$ cat src/core/usb_serial_bridge_map.vh
// Register map, field positions, reset values and timing for the bridge.
// Assumes a 40 MHz core clock and an AXI4-Lite master with 32-bit data.
`ifndef USB_SERIAL_BRIDGE_MAP_VH
`define USB_SERIAL_BRIDGE_MAP_VH
`define REG_CTRL      8'h00
`define REG_STATUS    8'h04
`define REG_LINE      8'h08
`define REG_DIV       8'h0C
`define REG_TXDATA    8'h10
`define REG_RXDATA    8'h14
`define REG_GPIO      8'h18
`define REG_NV_ADDR   8'h1C
`define REG_NV_DATA   8'h20
`define REG_NV_CTRL   8'h24
`define CTRL_WAKE     0
`define CTRL_RTS      2
`define CTRL_DTR      3
`define LINE_BITS_LO  0
`define LINE_STOP_LO  2
`define LINE_PAR_LO   4
`define LINE_FLOW_LO  8
`define LINE_RESET    10'h003
`define STOP_ONE      2'd0
`define STOP_ONEHALF  2'd1
`define STOP_TWO      2'd2
`define PAR_NONE      3'd0
`define PAR_ODD       3'd1
`define PAR_EVEN      3'd2
`define PAR_MARK      3'd3
`define PAR_SPACE     3'd4
`define FLOW_NONE     2'd0
`define FLOW_RTSCTS   2'd1
`define FLOW_DTRDSR   2'd2
`define FLOW_XONXOFF  2'd3
`define CHAR_XON      8'h11
`define CHAR_XOFF     8'h13
`define CLK_HZ        40000000
`define BAUD_MIN      300
`define BAUD_MAX      921600
`define BAUD_FAST_EDGE 576000
`define DIV_MIN       (`CLK_HZ / `BAUD_MAX)
`define DIV_MAX       (`CLK_HZ / `BAUD_MIN)
`define DIV_FAST      (`CLK_HZ / `BAUD_FAST_EDGE)
`define DIV_RESET     19'h0_015B
`define NV_SER_LEN    8'h08
`define NV_SER_MAX    8'h3F
`define NV_PRD_LEN    8'h48
`define NV_PRD_MAX    8'h7E
`define NV_LAST       8'hC6
`define NV_ATTR_DEF   8'h80
`define NV_POWER_DEF  8'h32
`define RESP_OKAY     2'b00
`define RESP_SLVERR   2'b10
`endif

$ cat src/core/usb_serial_bridge_uart.v
// Serial bridge core: sleep indicators, serial port, GPIO, descriptor store.
// USB bus events arrive as one-cycle pulses from the USB engine; software
// and the USB command path reach everything over AXI4-Lite.
// Notes on behaviour
// - Move data and execute configuration commands.
// - Sleep when USB suspend is seen.
// - Sleep asserts both indicator outputs.
// - Indicators held asserted until configuration completes.
// - Resume, bus reset or device reset wake.
// - Waking deasserts both indicator outputs.
// - Indicators float high during device reset.
// - True indicator high, complement low asleep.
// - Data lines plus three flow-control methods.
// - Modem lines active low, RTS/DTR out.
// - Five to eight bits; 1.5 stop only five.
// - None, even, odd, mark, space parity.
// - Rate generator covers 300 to 921600.
// - Top rate only with seven/eight bits.
// - Four GPIO pins, each in or out.
// - Store holds identity, power, serial, product.
// - Unprogrammed store reports default descriptors.
// - Serial 63 chars, product 126 chars maximum.
// - Store written over the host connection.
// - Lock refuses further descriptor changes.
`include "usb_serial_bridge_map.vh"
`timescale 1ns/1ps
`default_nettype none
module usb_serial_bridge_uart #(
	parameter [15:0] VID_DEFAULT = 16'h1234, // arbitrary value
	parameter [15:0] PID_DEFAULT = 16'h5678, // arbitrary value
	parameter [15:0] REL_DEFAULT = 16'h0001  // arbitrary value
) (
	input  wire        ref_clk,
	input  wire        rst_n,
	input  wire        usb_suspend,
	input  wire        usb_resume,
	input  wire        usb_bus_reset,
	input  wire        usb_configured,
	output reg         sleep_ind,
	output reg         sleep_ind_n,
	output reg         sleep_ind_oe,
	output reg         txd,
	input  wire        rxd,
	output reg         rts_n,
	output reg         dtr_n,
	input  wire        cts_n,
	input  wire        dsr_n,
	input  wire        dcd_n,
	input  wire        ri_n,
	input  wire [3:0]  gpio_in,
	output reg  [3:0]  gpio_out,
	output reg  [3:0]  gpio_oe,
	input  wire [7:0]  s_axi_awaddr,
	input  wire        s_axi_awvalid,
	output reg         s_axi_awready,
	input  wire [31:0] s_axi_wdata,
	input  wire [3:0]  s_axi_wstrb,
	input  wire        s_axi_wvalid,
	output reg         s_axi_wready,
	output reg  [1:0]  s_axi_bresp,
	output reg         s_axi_bvalid,
	input  wire        s_axi_bready,
	input  wire [7:0]  s_axi_araddr,
	input  wire        s_axi_arvalid,
	output reg         s_axi_arready,
	output reg  [31:0] s_axi_rdata,
	output reg  [1:0]  s_axi_rresp,
	output reg         s_axi_rvalid,
	input  wire        s_axi_rready
);
	localparam TX_IDLE = 3'd0, TX_START = 3'd1, TX_DATA = 3'd2;
	localparam TX_PAR = 3'd3, TX_STOP = 3'd4;
	localparam RX_IDLE = 3'd0, RX_START = 3'd1, RX_DATA = 3'd2;
	localparam RX_PAR = 3'd3, RX_STOP = 3'd4;
	// The divisor limits are worked out as integers and cut to width here.
	localparam integer DIV_MIN_I = `DIV_MIN;
	localparam integer DIV_MAX_I = `DIV_MAX;
	localparam integer DIV_FAST_I = `DIV_FAST;
	localparam [18:0] DIV_MIN = DIV_MIN_I[18:0];
	localparam [18:0] DIV_MAX = DIV_MAX_I[18:0];
	localparam [18:0] DIV_FAST = DIV_FAST_I[18:0];

	reg         asleep;
	reg         configured;
	reg  [3:0]  ctrl;
	reg  [9:0]  line;
	reg  [18:0] div;
	reg  [7:0]  gpio_dir;
	reg  [7:0]  nv_addr;
	reg         nv_prog;
	reg         nv_lock;
	reg  [7:0]  nv_mem [0:255];
	reg  [7:0]  tx_hold;
	reg         tx_pend;
	reg         tx_par_bit;
	reg  [2:0]  tx_state;
	reg  [18:0] tx_cnt;
	reg  [2:0]  tx_bit;
	reg  [7:0]  tx_shift;
	reg         xoff;
	reg  [2:0]  rx_state;
	reg  [18:0] rx_cnt;
	reg  [2:0]  rx_bit;
	reg  [7:0]  rx_shift;
	reg  [7:0]  rx_data;
	reg         rx_valid;
	reg         rx_overrun;
	reg         rx_err;
	reg  [31:0] rd_mux;
	reg  [1:0]  rd_resp;

	wire [2:0]  last_bit = {1'b1, line[1:0]};
	wire [1:0]  stop_sel = line[`LINE_STOP_LO+1:`LINE_STOP_LO];
	wire [2:0]  par_sel = line[`LINE_PAR_LO+2:`LINE_PAR_LO];
	wire [1:0]  flow = line[`LINE_FLOW_LO+1:`LINE_FLOW_LO];
	wire [7:0]  bit_mask = 8'hFF >> (3'd3 - line[1:0]);
	wire [18:0] half_div = {1'b0, div[18:1]};
	wire [18:0] stop_len = (stop_sel == `STOP_ONE) ? div :
		(stop_sel == `STOP_ONEHALF) ? div + half_div : {div[17:0], 1'b0};
	wire        wr_en = s_axi_awvalid & s_axi_wvalid & ~s_axi_awready &
		~s_axi_bvalid;
	wire        wr_ok = wr_en & s_axi_wstrb[0];
	wire        rd_en = s_axi_arvalid & ~s_axi_arready & ~s_axi_rvalid;
	wire [7:0]  wb = s_axi_wdata[7:0];
	wire        rx_take = rd_en & (s_axi_araddr == `REG_RXDATA);
	wire        wake = usb_resume | usb_bus_reset |
		(wr_ok & (s_axi_awaddr == `REG_CTRL) & wb[`CTRL_WAKE]);
	// legal frame shapes
	// Illegal frame shapes: 1.5 stop bits need five data bits.
	wire [1:0]  new_bits = s_axi_wdata[1:0];
	wire        new_stop_ok = (s_axi_wdata[3:2] != 2'd3) &&
		(s_axi_wdata[3:2] != `STOP_ONEHALF || new_bits == 2'd0);
	wire        new_line_ok = new_stop_ok && (s_axi_wdata[6:4] <= 3'd4) &&
		(div >= DIV_FAST || new_bits[1]);
	wire [18:0] new_div = s_axi_wdata[18:0];
	wire        new_div_ok = (new_div >= DIV_MIN) && (new_div <= DIV_MAX) &&
		(new_div >= DIV_FAST || line[1]);
	wire        nv_ok = ~nv_lock && nv_addr <= `NV_LAST &&
		!(nv_addr == `NV_SER_LEN && wb > `NV_SER_MAX) &&
		!(nv_addr == `NV_PRD_LEN && wb > `NV_PRD_MAX);
	wire [7:0]  tx_masked = tx_hold & bit_mask;
	wire [7:0]  rx_masked = rx_shift >> (3'd3 - line[1:0]);
	wire        tx_par = (par_sel == `PAR_ODD) ? ~^tx_masked :
		(par_sel == `PAR_EVEN) ? ^tx_masked : (par_sel == `PAR_MARK);
	wire        rx_par_exp = (par_sel == `PAR_ODD) ? ~^rx_masked :
		(par_sel == `PAR_EVEN) ? ^rx_masked : (par_sel == `PAR_MARK);
	wire        tx_allowed = !(flow == `FLOW_RTSCTS && cts_n) &&
		!(flow == `FLOW_DTRDSR && dsr_n) &&
		!(flow == `FLOW_XONXOFF && xoff);

	// default descriptor data
	// Defaults stand until the first accepted store write.
	function [7:0] nv_default;
		input [7:0] a;
		begin
			case (a)
			8'h00: nv_default = VID_DEFAULT[7:0];
			8'h01: nv_default = VID_DEFAULT[15:8];
			8'h02: nv_default = PID_DEFAULT[7:0];
			8'h03: nv_default = PID_DEFAULT[15:8];
			8'h04: nv_default = `NV_ATTR_DEF;
			8'h05: nv_default = `NV_POWER_DEF;
			8'h06: nv_default = REL_DEFAULT[7:0];
			8'h07: nv_default = REL_DEFAULT[15:8];
			8'h08: nv_default = 8'h04;
			8'h09, 8'h0A, 8'h0B: nv_default = 8'h30;
			8'h0C: nv_default = 8'h31;
			default: nv_default = 8'h00;
			endcase
		end
	endfunction

	// wake events leave sleep
	// A wake event in the same cycle as suspend wins, so we never sleep
	// straight through a resume.
	always @(posedge ref_clk or negedge rst_n)
	begin
		if (!rst_n)
		begin
			asleep <= 1'b0;
			configured <= 1'b0;
		end
		else
		begin
			if (wake)
				asleep <= 1'b0;
			else if (usb_suspend)
				asleep <= 1'b1;
			if (usb_configured)
				configured <= 1'b1;
		end
	end

	// float during reset
	// The indicator drivers stay off through reset so the pins float high.
	always @(posedge ref_clk or negedge rst_n)
	begin
		if (!rst_n)
		begin
			sleep_ind <= 1'b1;
			sleep_ind_n <= 1'b1;
			sleep_ind_oe <= 1'b0;
		end
		else
		begin
			sleep_ind_oe <= 1'b1;
			sleep_ind <= asleep | ~configured;
			sleep_ind_n <= ~(asleep | ~configured);
		end
	end

	// host store writes
	// Store writes are taken from the bus; the array itself has no reset.
	always @(posedge ref_clk)
	begin
		if (wr_ok && s_axi_awaddr == `REG_NV_DATA && nv_ok)
			nv_mem[nv_addr] <= wb;
	end

	always @(posedge ref_clk or negedge rst_n)
	begin
		if (!rst_n)
		begin
			ctrl <= 4'h0;
			line <= `LINE_RESET;
			div <= `DIV_RESET;
			gpio_dir <= 8'h00;
			nv_addr <= 8'h00;
			nv_prog <= 1'b0;
			nv_lock <= 1'b0;
		end
		else if (wr_ok)
		begin
			case (s_axi_awaddr)
			`REG_CTRL: ctrl <= {wb[3:2], 2'b00};
			`REG_LINE:
				if (new_line_ok)
					line <= s_axi_wdata[9:0];
			`REG_DIV:
				if (new_div_ok)
					div <= new_div;
			`REG_GPIO: gpio_dir <= wb;
			`REG_NV_ADDR: nv_addr <= wb;
			`REG_NV_DATA:
				if (nv_ok)
					nv_prog <= 1'b1;
			`REG_NV_CTRL:
				if (wb[0])
					nv_lock <= 1'b1;
			default: nv_addr <= nv_addr;
			endcase
		end
	end

	// Pin outputs mirror the registered control bits one edge later; RTS/DTR follow rx_valid under their flow mode.
	always @(posedge ref_clk or negedge rst_n)
	begin
		if (!rst_n)
		begin
			gpio_out <= 4'h0;
			gpio_oe <= 4'h0;
			rts_n <= 1'b1;
			dtr_n <= 1'b1;
		end
		else
		begin
			gpio_out <= gpio_dir[3:0];
			gpio_oe <= gpio_dir[7:4];
			rts_n <= (flow == `FLOW_RTSCTS) ? rx_valid : ~ctrl[`CTRL_RTS];
			dtr_n <= (flow == `FLOW_DTRDSR) ? rx_valid : ~ctrl[`CTRL_DTR];
		end
	end

	// transmit data line
	// Transmitter: start, data LSB first, optional parity, stop.
	// Parity is latched with the byte, so a byte written mid-frame cannot
	// change the parity of the frame already on the line.
	always @(posedge ref_clk or negedge rst_n)
	begin
		if (!rst_n)
		begin
			tx_state <= TX_IDLE;
			tx_cnt <= 19'h0_0000;
			tx_bit <= 3'd0;
			tx_shift <= 8'h00;
			tx_pend <= 1'b0;
			tx_hold <= 8'h00;
			tx_par_bit <= 1'b0;
			txd <= 1'b1;
		end
		else
		begin
			if (wr_ok && s_axi_awaddr == `REG_TXDATA && !tx_pend)
			begin
				tx_hold <= wb;
				tx_pend <= 1'b1;
			end
			if (tx_cnt != 19'h0_0000)
				tx_cnt <= tx_cnt - 19'h0_0001;
			case (tx_state)
			TX_IDLE:
			begin
				txd <= 1'b1;
				if (tx_pend && tx_allowed)
				begin
					tx_shift <= tx_masked;
					tx_par_bit <= tx_par;
					tx_pend <= 1'b0;
					txd <= 1'b0;
					tx_cnt <= div - 19'h0_0001;
					tx_state <= TX_START;
				end
			end
			TX_START:
				if (tx_cnt == 19'h0_0000)
				begin
					txd <= tx_shift[0];
					tx_bit <= 3'd0;
					tx_cnt <= div - 19'h0_0001;
					tx_state <= TX_DATA;
				end
			TX_DATA:
				if (tx_cnt == 19'h0_0000)
				begin
					tx_cnt <= div - 19'h0_0001;
					tx_shift <= {1'b0, tx_shift[7:1]};
					tx_bit <= tx_bit + 3'd1;
					if (tx_bit != last_bit)
						txd <= tx_shift[1];
					else if (par_sel != `PAR_NONE)
					begin
						txd <= tx_par_bit;
						tx_state <= TX_PAR;
					end
					else
					begin
						txd <= 1'b1;
						tx_cnt <= stop_len - 19'h0_0001;
						tx_state <= TX_STOP;
					end
				end
			TX_PAR:
				if (tx_cnt == 19'h0_0000)
				begin
					txd <= 1'b1;
					tx_cnt <= stop_len - 19'h0_0001;
					tx_state <= TX_STOP;
				end
			TX_STOP:
				if (tx_cnt == 19'h0_0000)
					tx_state <= TX_IDLE;
			default: tx_state <= TX_IDLE;
			endcase
		end
	end

	// Receiver samples each bit at its middle.
	always @(posedge ref_clk or negedge rst_n)
	begin
		if (!rst_n)
		begin
			rx_state <= RX_IDLE;
			rx_cnt <= 19'h0_0000;
			rx_bit <= 3'd0;
			rx_shift <= 8'h00;
			rx_data <= 8'h00;
			rx_valid <= 1'b0;
			rx_overrun <= 1'b0;
			rx_err <= 1'b0;
			xoff <= 1'b0;
		end
		else
		begin
			// A frame landing on the reading cycle still sets the flag.
			if (rx_take)
			begin
				rx_valid <= 1'b0;
				rx_overrun <= 1'b0;
				rx_err <= 1'b0;
			end
			if (flow != `FLOW_XONXOFF)
				xoff <= 1'b0;
			if (rx_cnt != 19'h0_0000)
				rx_cnt <= rx_cnt - 19'h0_0001;
			case (rx_state)
			RX_IDLE:
				if (!rxd)
				begin
					rx_cnt <= half_div;
					rx_state <= RX_START;
				end
			RX_START:
				if (rx_cnt == 19'h0_0000)
				begin
					rx_cnt <= div - 19'h0_0001;
					rx_bit <= 3'd0;
					rx_state <= rxd ? RX_IDLE : RX_DATA;
				end
			RX_DATA:
				if (rx_cnt == 19'h0_0000)
				begin
					rx_cnt <= div - 19'h0_0001;
					rx_shift <= {rxd, rx_shift[7:1]};
					rx_bit <= rx_bit + 3'd1;
					if (rx_bit == last_bit)
						rx_state <= (par_sel != `PAR_NONE) ? RX_PAR : RX_STOP;
				end
			RX_PAR:
				if (rx_cnt == 19'h0_0000)
				begin
					rx_cnt <= div - 19'h0_0001;
					if (rxd != rx_par_exp)
						rx_err <= 1'b1;
					rx_state <= RX_STOP;
				end
			RX_STOP:
				if (rx_cnt == 19'h0_0000)
				begin
					rx_state <= RX_IDLE;
					if (!rxd)
						rx_err <= 1'b1;
					if (flow == `FLOW_XONXOFF && rx_masked == `CHAR_XOFF)
						xoff <= 1'b1;
					else if (flow == `FLOW_XONXOFF && rx_masked == `CHAR_XON)
						xoff <= 1'b0;
					else
					begin
						rx_data <= rx_masked;
						rx_valid <= 1'b1;
						if (rx_valid && !rx_take)
							rx_overrun <= 1'b1;
					end
				end
			default: rx_state <= RX_IDLE;
			endcase
		end
	end

	always @*
	begin
		rd_resp = `RESP_OKAY;
		case (s_axi_araddr)
		`REG_CTRL: rd_mux = {28'h000_0000, ctrl};
		`REG_STATUS: rd_mux = {19'h0_0000, nv_lock, nv_prog, ~ri_n, ~dcd_n,
			~dsr_n, ~cts_n, xoff, rx_err, rx_overrun, rx_valid,
			tx_pend | (tx_state != TX_IDLE), configured, asleep};
		`REG_LINE: rd_mux = {22'h00_0000, line};
		`REG_DIV: rd_mux = {13'h0000, div};
		`REG_RXDATA: rd_mux = {24'h00_0000, rx_data};
		`REG_GPIO: rd_mux = {20'h0_0000, gpio_in, gpio_dir};
		`REG_NV_ADDR: rd_mux = {24'h00_0000, nv_addr};
		`REG_NV_DATA: rd_mux = {24'h00_0000,
			nv_prog ? nv_mem[nv_addr] : nv_default(nv_addr)};
		`REG_NV_CTRL: rd_mux = {31'h0000_0000, nv_lock};
		`REG_TXDATA: rd_mux = 32'h0000_0000;
		default:
		begin
			rd_mux = 32'h0000_0000;
			rd_resp = `RESP_SLVERR;
		end
		endcase
	end

	// One write and one read in flight; each is answered the next edge.
	always @(posedge ref_clk or negedge rst_n)
	begin
		if (!rst_n)
		begin
			s_axi_awready <= 1'b0;
			s_axi_wready <= 1'b0;
			s_axi_bvalid <= 1'b0;
			s_axi_bresp <= `RESP_OKAY;
			s_axi_arready <= 1'b0;
			s_axi_rvalid <= 1'b0;
			s_axi_rresp <= `RESP_OKAY;
			s_axi_rdata <= 32'h0000_0000;
		end
		else
		begin
			s_axi_awready <= wr_en;
			s_axi_wready <= wr_en;
			s_axi_arready <= rd_en;
			if (wr_en)
			begin
				s_axi_bvalid <= 1'b1;
				s_axi_bresp <= (s_axi_awaddr > `REG_NV_CTRL ||
					s_axi_awaddr[1:0] != 2'b00) ? `RESP_SLVERR : `RESP_OKAY;
			end
			else if (s_axi_bready)
				s_axi_bvalid <= 1'b0;
			if (rd_en)
			begin
				s_axi_rvalid <= 1'b1;
				s_axi_rdata <= rd_mux;
				s_axi_rresp <= rd_resp;
			end
			else if (s_axi_rready)
				s_axi_rvalid <= 1'b0;
		end
	end
endmodule // usb_serial_bridge_uart
`default_nettype wire
$ cat config.mk
export PLATFORM = sky130hd
export DESIGN_NAME = usb_serial_bridge_uart
export DESIGN_NICKNAME = d
export VERILOG_FILES = /design/src/core/usb_serial_bridge_uart.v
export VERILOG_INCLUDE_DIRS = /design/src /design/src/core
export SDC_FILE = /design/constraint.sdc
export NUM_CORES = 2
export LEC_CHECK = 0
export BUFFER_PORTS_ARGS = -buffer_cell sky130_fd_sc_hd__buf_2
export CORE_ASPECT_RATIO = 0.8
export CORE_MARGIN = 2
export CORE_UTILIZATION = 45
export CTS_BUF_LIST = sky130_fd_sc_hd__clkbuf_16
export DETAILED_ROUTE_END_ITERATION = 6
export MAX_ROUTING_LAYER = met4
export SYNTH_ARGS = -nofsm -noshare
export SYNTH_HDL_FRONTEND = slang
export SYNTH_SLANG_ARGS = --single-unit
$ cat constraint.sdc
create_clock -name ref_clk -period 4.4 [get_ports ref_clk]
set_input_delay 0.88 -clock ref_clk [delete_from_list [all_inputs] [get_ports ref_clk]]
set_output_delay 0.88 -clock ref_clk [all_outputs]
set_load 0.03 [all_outputs]
* After elaboration in Yosys (flattened, before gate mapping) *
Memories as Yosys holds them, arrays and structs flattened.
Index checks and enable logic that the tools add are counted.

cells by class
  add/sub/neg operators = 8
  multiply operators = 0
  div/mod/pow operators = 0
  magnitude comparators = 9
  equality and inequality tests = 53
  shift operators = 2
  mux-type cells = 88
  bitwise gates (word level) = 29
  reduce and logical (&&, ||, !) cells = 77

operator list
  kind                                                                                   number
  19-bit two-way mux                                                                     12
  19-bit one-hot mux with 9 select lines                                                 1
  19-bit one-hot mux with 4 select lines                                                 1
  19-bit by 1-bit subtractor with 19-bit output (second input constant)                  4
  8-bit by 5-bit equality test with 1-bit output (second input constant)                 9
  3-bit two-way mux                                                                      15
  1-bit two-way mux                                                                      44
  8-bit by 4-bit equality test with 1-bit output (second input constant)                 5
  19-bit by 7-bit greater-or-equal comparator with 1-bit output (second input constant)  2
  19-bit zero test                                                                       2
  19-bit one-hot mux with 2 select lines                                                 1
  19-bit nonzero test                                                                    2
  8-bit by 6-bit equality test with 1-bit output (second input constant)                 4
  8-bit two-way mux                                                                      4
  3-bit one-hot mux with 5 select lines                                                  2
  2-bit inequality test (second input constant)                                          14
  1-bit logical AND                                                                      23
  3-bit AND reduction                                                                    7
  19-bit by 18-bit adder with 19-bit output                                              1
  19-bit by 6-bit greater-or-equal comparator with 1-bit output (second input constant)  1
  19-bit by 18-bit less-or-equal comparator with 1-bit output (second input constant)    1
  3-bit by 2-bit equality test with 1-bit output (second input constant)                 6
  8-bit by 6-bit > comparator with 1-bit output (second input constant)                  2
  8-bit zero test                                                                        2
  41 further kinds                                                                       101

word-level totals
  bits in registers = 193
  latch bits = 0
  memory bits (writable) = 2048
  memory bits (read-only) = 128
  word-level logic and storage cells = 308
  memories kept = 2

memories
  name              words  bits a word  read ports  clocked after Yosys merged registers in  wr ports  line                          RTL
  nv_mem            256    8            1           0                                        1         usb_serial_bridge_uart.v:92   reg [7:0] nv_mem [0:255];
  (name not given)  16     8            1           0                                        0         usb_serial_bridge_uart.v:156  case (a)

* Longest topological paths before layout *
  depth in word-level cells = 11
  mapped depth = 16
  gate-level depth less buffers = 14

* Worst setup path before layout *
OpenSTA, ideal clock, no wires.

  kind = register to register
  start point = register nv_addr[0]
  end point = memory nv_mem[175][0], enable pin
  setup time = 370 ps
  arrival = 3563 ps
  data required time = 4030 ps
  path slack = 466 ps
  stages on the path, launching flop included = 16
  period minus slack after synthesis = 3934 ps
  path through = dfrtp_1 > buf_4 > buf_2 > buf_4 > buf_2 > buf_2 > inv_1 > ha_1 > nand3b_1 > a21oi_1 > nor4_1 > o21ai_1 > or3_1 > clkbuf_1 > clkbuf_1 > nor2_1

between the ends
  longest elaborated chain between the ends = 8
  elaborated cells on any way between the ends = 13
  those cells by class = 1 x order compare; 2 x eq/ne; 2 x mux; 8 x reduce/logical

RTL lines
  what                                                                                    line                          RTL
  from (decl)                                                                             usb_serial_bridge_uart.v:89   reg [7:0] nv_addr;
  from (signal assigned)                                                                  usb_serial_bridge_uart.v:243  `REG_NV_ADDR: nv_addr <= wb;
  from (signal assigned)                                                                  usb_serial_bridge_uart.v:250  default: nv_addr <= nv_addr;
  parallel branches: the longest is 8 deep, another holds 8-bit less-or-equal comparator  -
  to (decl)                                                                               usb_serial_bridge_uart.v:92

Several ways; the timed one is not identified.

* Worst setup path in the final report *
  start point = register nv_addr[0]
  end point = register s_axi_rdata[4]

between the ends
  longest elaborated chain between the ends = 4
  elaborated cells on any way between the ends = 5
  those cells by class = 3 x mux; 2 x memory

RTL lines
  what                                                                             line                          RTL
  parallel branches: the longest is 2 deep, another holds memory read 256 x 8 bit  -
  8-bit two-way mux *                                                              usb_serial_bridge_uart.v:453  nv_prog ? nv_mem[nv_addr] : nv_default(nv_addr)};
  19-bit one-hot mux with 9 select lines *                                         usb_serial_bridge_uart.v:442  case (s_axi_araddr)
  to (signal assigned)                                                             usb_serial_bridge_uart.v:494  s_axi_rdata <= rd_mux;
  to (decl)                                                                        usb_serial_bridge_uart.v:66   output reg [31:0] s_axi_rdata,

Every way passes the cells marked *.
A chain may end at the register's enable or synchronous reset.

==> flow_summary.ini <==
[worst_setup_path]
crit_fanout = 32
cp_top_family = multiplexers
critPathLaunchType = flip-flop
required_ns = 5.13
critPathKind = reg -> reg
worstPathArrival_ns = 4.79
path_cells = buf_12 -> buf_12 -> buf_4 -> mux4_2 -> mux4_2 -> mux2i_1 -> nor2_1 -> a21oi_1 -> nor2_1 -> o31a_1
critPathBufInv = 3
critical-path-max-stage-delay_ns = 0.69
end_kind = flip-flop
r2r-start = nv_addr[0]
ff2ff_setup_slack_ns = 0.33
cp_slowest_cell = dfrtp_4
reg2reg_depth = 10
timing.rr.end = s_axi_rdata[4]

[detailed_routing]
finalWirelength_mm = 229
drt-initial-drc-count = 5891
drt_pass1_iterations = 7
drtAntennaViolNets = 0
post-route-drc-count = 2
via_count = 48560
vias_per_cell = 5.72
wl_per_cell_um = 27.0

[yosys]
synth_compound_area_share_pct = 3.31
synth-edff-count = 2048
syn_area_per_cell_um2 = 19.4
synth_top_area_share_pct = 67.4
synthArstFlopShare_pct = 8.00
synth_xor_area_share_pct = 0.777
synthFlopType = edfxtp_1
syn_inst = 4704
muxShareOfSynthArea_pct = 17.2
synth_area_leaders = edfxtp_1 67%, mux4_2 16%, dfrtp_1 4.5%
syn_area_um2 = 91300
synthTopCellsByCount = 2048 x edfxtp_1, 645 x mux4_2, 339 x nor2_1, 170 x nand2_1, 165 x dfrtp_1
post-synth-top-count-cell = edfxtp_1
yosys.area_share.simple_pct = 3.95
synth_warnings = 0
ys_seq_area_share_pct = 72.3
synth-seq-cells = 2226
yosysTopAreaCell = edfxtp_1
ys_types = 94
synth_top_family_by_area = multiplexers
yosys.area_share.adder_pct = 0.817

[clock_network]
ctsHtreeMaxLevel = 4
hold_buffers = 0
cts.clk_slew.worst_paths_ns = 0.07
cts_sinks = 2226
cts_made_buffers = 210
clk_latency_ns = 0.86
cts_tree = done
root_buffer = clkbuf_16
cts_buffer_depth = 3

[power_and_ir_drop]
power_leakage_uw = 0.0368
p_total_uw = 43300
powerDensity_nw_per_um2 = 408
max-vdd-ir-drop_v = 0.000334

[timing]
fmax_mhz = 246
finClkSkew_ns = 0.0468
setup_viol = 0
fin_setup_tns_ns = 0
worst_slack_ns = 0.331
final_max_slew_viol_count = 0
finalHoldViolCount = 0
fin_hold_ws_ns = 0.0908
rsz0062_at_grt = no
post-route-period-util_pct = 92.5
period_needed_ns = 4.07
max_slew_margin_pct = 17.9
worst_pin_slew_ns = 1.22

[grt]
grt_pass1_vias = 47656
antenna_found_initial = 10
grt_overflow_total = 0
grt_pass1_wl_mm = 334
track_usage_pct = 23.0
grt_max_degree = 198

[outcome]
violations = design-rule violations
status = finished, violations left

[finish]
final_area_um2 = 106000
area_growth_pct = 16.2
final_layout_size_suffix_gt1_share_pct = 27.1
regArea_um2 = 66000
final_nets = 5761
multiInputGateArea_um2 = 25600
n_fill_cell = 16099

[place]
hpwl_mm = 149
place_congestion = 0.913
place_ws_ns = 0.137
placed_area_um2 = 99400
port_buffers = 95

[floorplan]
start_util_pct = 45.4
fp.dieH_um = 407
io-pin-count = 127
die_w_um = 508
die_area_um2 = 207000
core_area_um2 = 201000
fp-row-count = 147

[flow_run]
drv_cap = 0

[min_path]
min_path_type = in -> async
## sequential cells by signal, summed over array words and instances, names as in the netlist, 10 cells and up
register     count
nv_mem        2048
div             19
tx_cnt          19
s_axi_rdata     19
rx_cnt          19
line            10
## cells by family (layout without fill, tap and decap cells)
group	after synthesis	in the layout
AO/OA/AOI/OAI	460	460
flip-flops	2226	2226
multiplexers	754	754
other	2	467
AND/OR/NAND/NOR	785	785
buffers and inverters	337	978
adder cells (fa/ha/maj)	59	59
XOR/XNOR	81	81
## final cells by class
cell class | count | share of cell area (%)
inverters | 58 | 0.205
clock buffers | 212 | 5.00
diodes | 3 | 0.00707
clock inverters | 177 | 1.32
well taps | 2682 | 3.16
repair buffers | 531 | 4.04
flip-flops and latches | 2226 | 62.2
multi-input cells | 2603 | 24.1
## stage by stage
stage / utilization [%] / cells
4_1_cts: 52.7 / 8489
5_1_grt: 52.7 / 8491
3_5_place_dp: 49.4 / 8100
6_report: 52.7 / 8492
2_1_floorplan: - / 5166
3_3_place_gp: 49.4 / 8100
## timing repair
item,CTS,global route
gates resized for setup,0,3
setup buffers,0,0
setup endpoints to repair,0,6
hold endpoints to repair,0,0
## cells in the final DEF (no fill, tap or decap), types with 20 or more instances in the layout
master        n
nor4_1       22
nor2_1      339
clkbuf_16   212
xnor2_1      57
buf_4       399
or2_2        20
inv_1       116
o21ai_0      95
nand3_1      47
ha_1         58
buf_2        86
a21oi_1     118
nand2_1     169
a31oi_1      25
a22oi_1      28
nor3_1       50
nand2b_1     23
mux4_2      645
buf_12       37
dfrtp_1     158
xor2_1       24
mux2i_1      40
conb_1      464
a22o_1       20
clkinv_1     60
edfxtp_1   2048
mux2_2       61
clkinv_2     22
## worst max path at each step
| stage | start | endpoint | slack (ns) | depth (start not counted) |
|---|---|---|---|---|
| floorplan | nv_addr[0] | nv_mem[175][0] | 0.47 | 15 |
| global placement | div[1] | tx_cnt[18] | 0.12 | 13 |
| detailed placement | div[1] | tx_cnt[18] | 0.14 | 13 |
| CTS | div[1] | tx_cnt[18] | 0.07 | 13 |
| global route | div[1] | tx_cnt[17] | 0.03 | 13 |
| finish | nv_addr[0] | s_axi_rdata[4] | 0.33 | 10 |
## power by group
part	leakage [µW]	internal, µW	switching, µW	total [µW]
clock	0.00346	9700	7980	17700
combinational	0.0124	671	1160	1830
sequential	0.0210	23600	187	23800
## routing by layer
metal / vias to the layer above / GRT usage (%) / part of all wire (%)
met5: - / - / 0
met4: 0 / 4.80 / 2.0
met3: 291 / 4.13 / 8.1
met2: 1925 / 32.8 / 45
met1: 25709 / 34.8 / 45
li1: 20635 / - / -
Power figures use the tool's default switching activity.
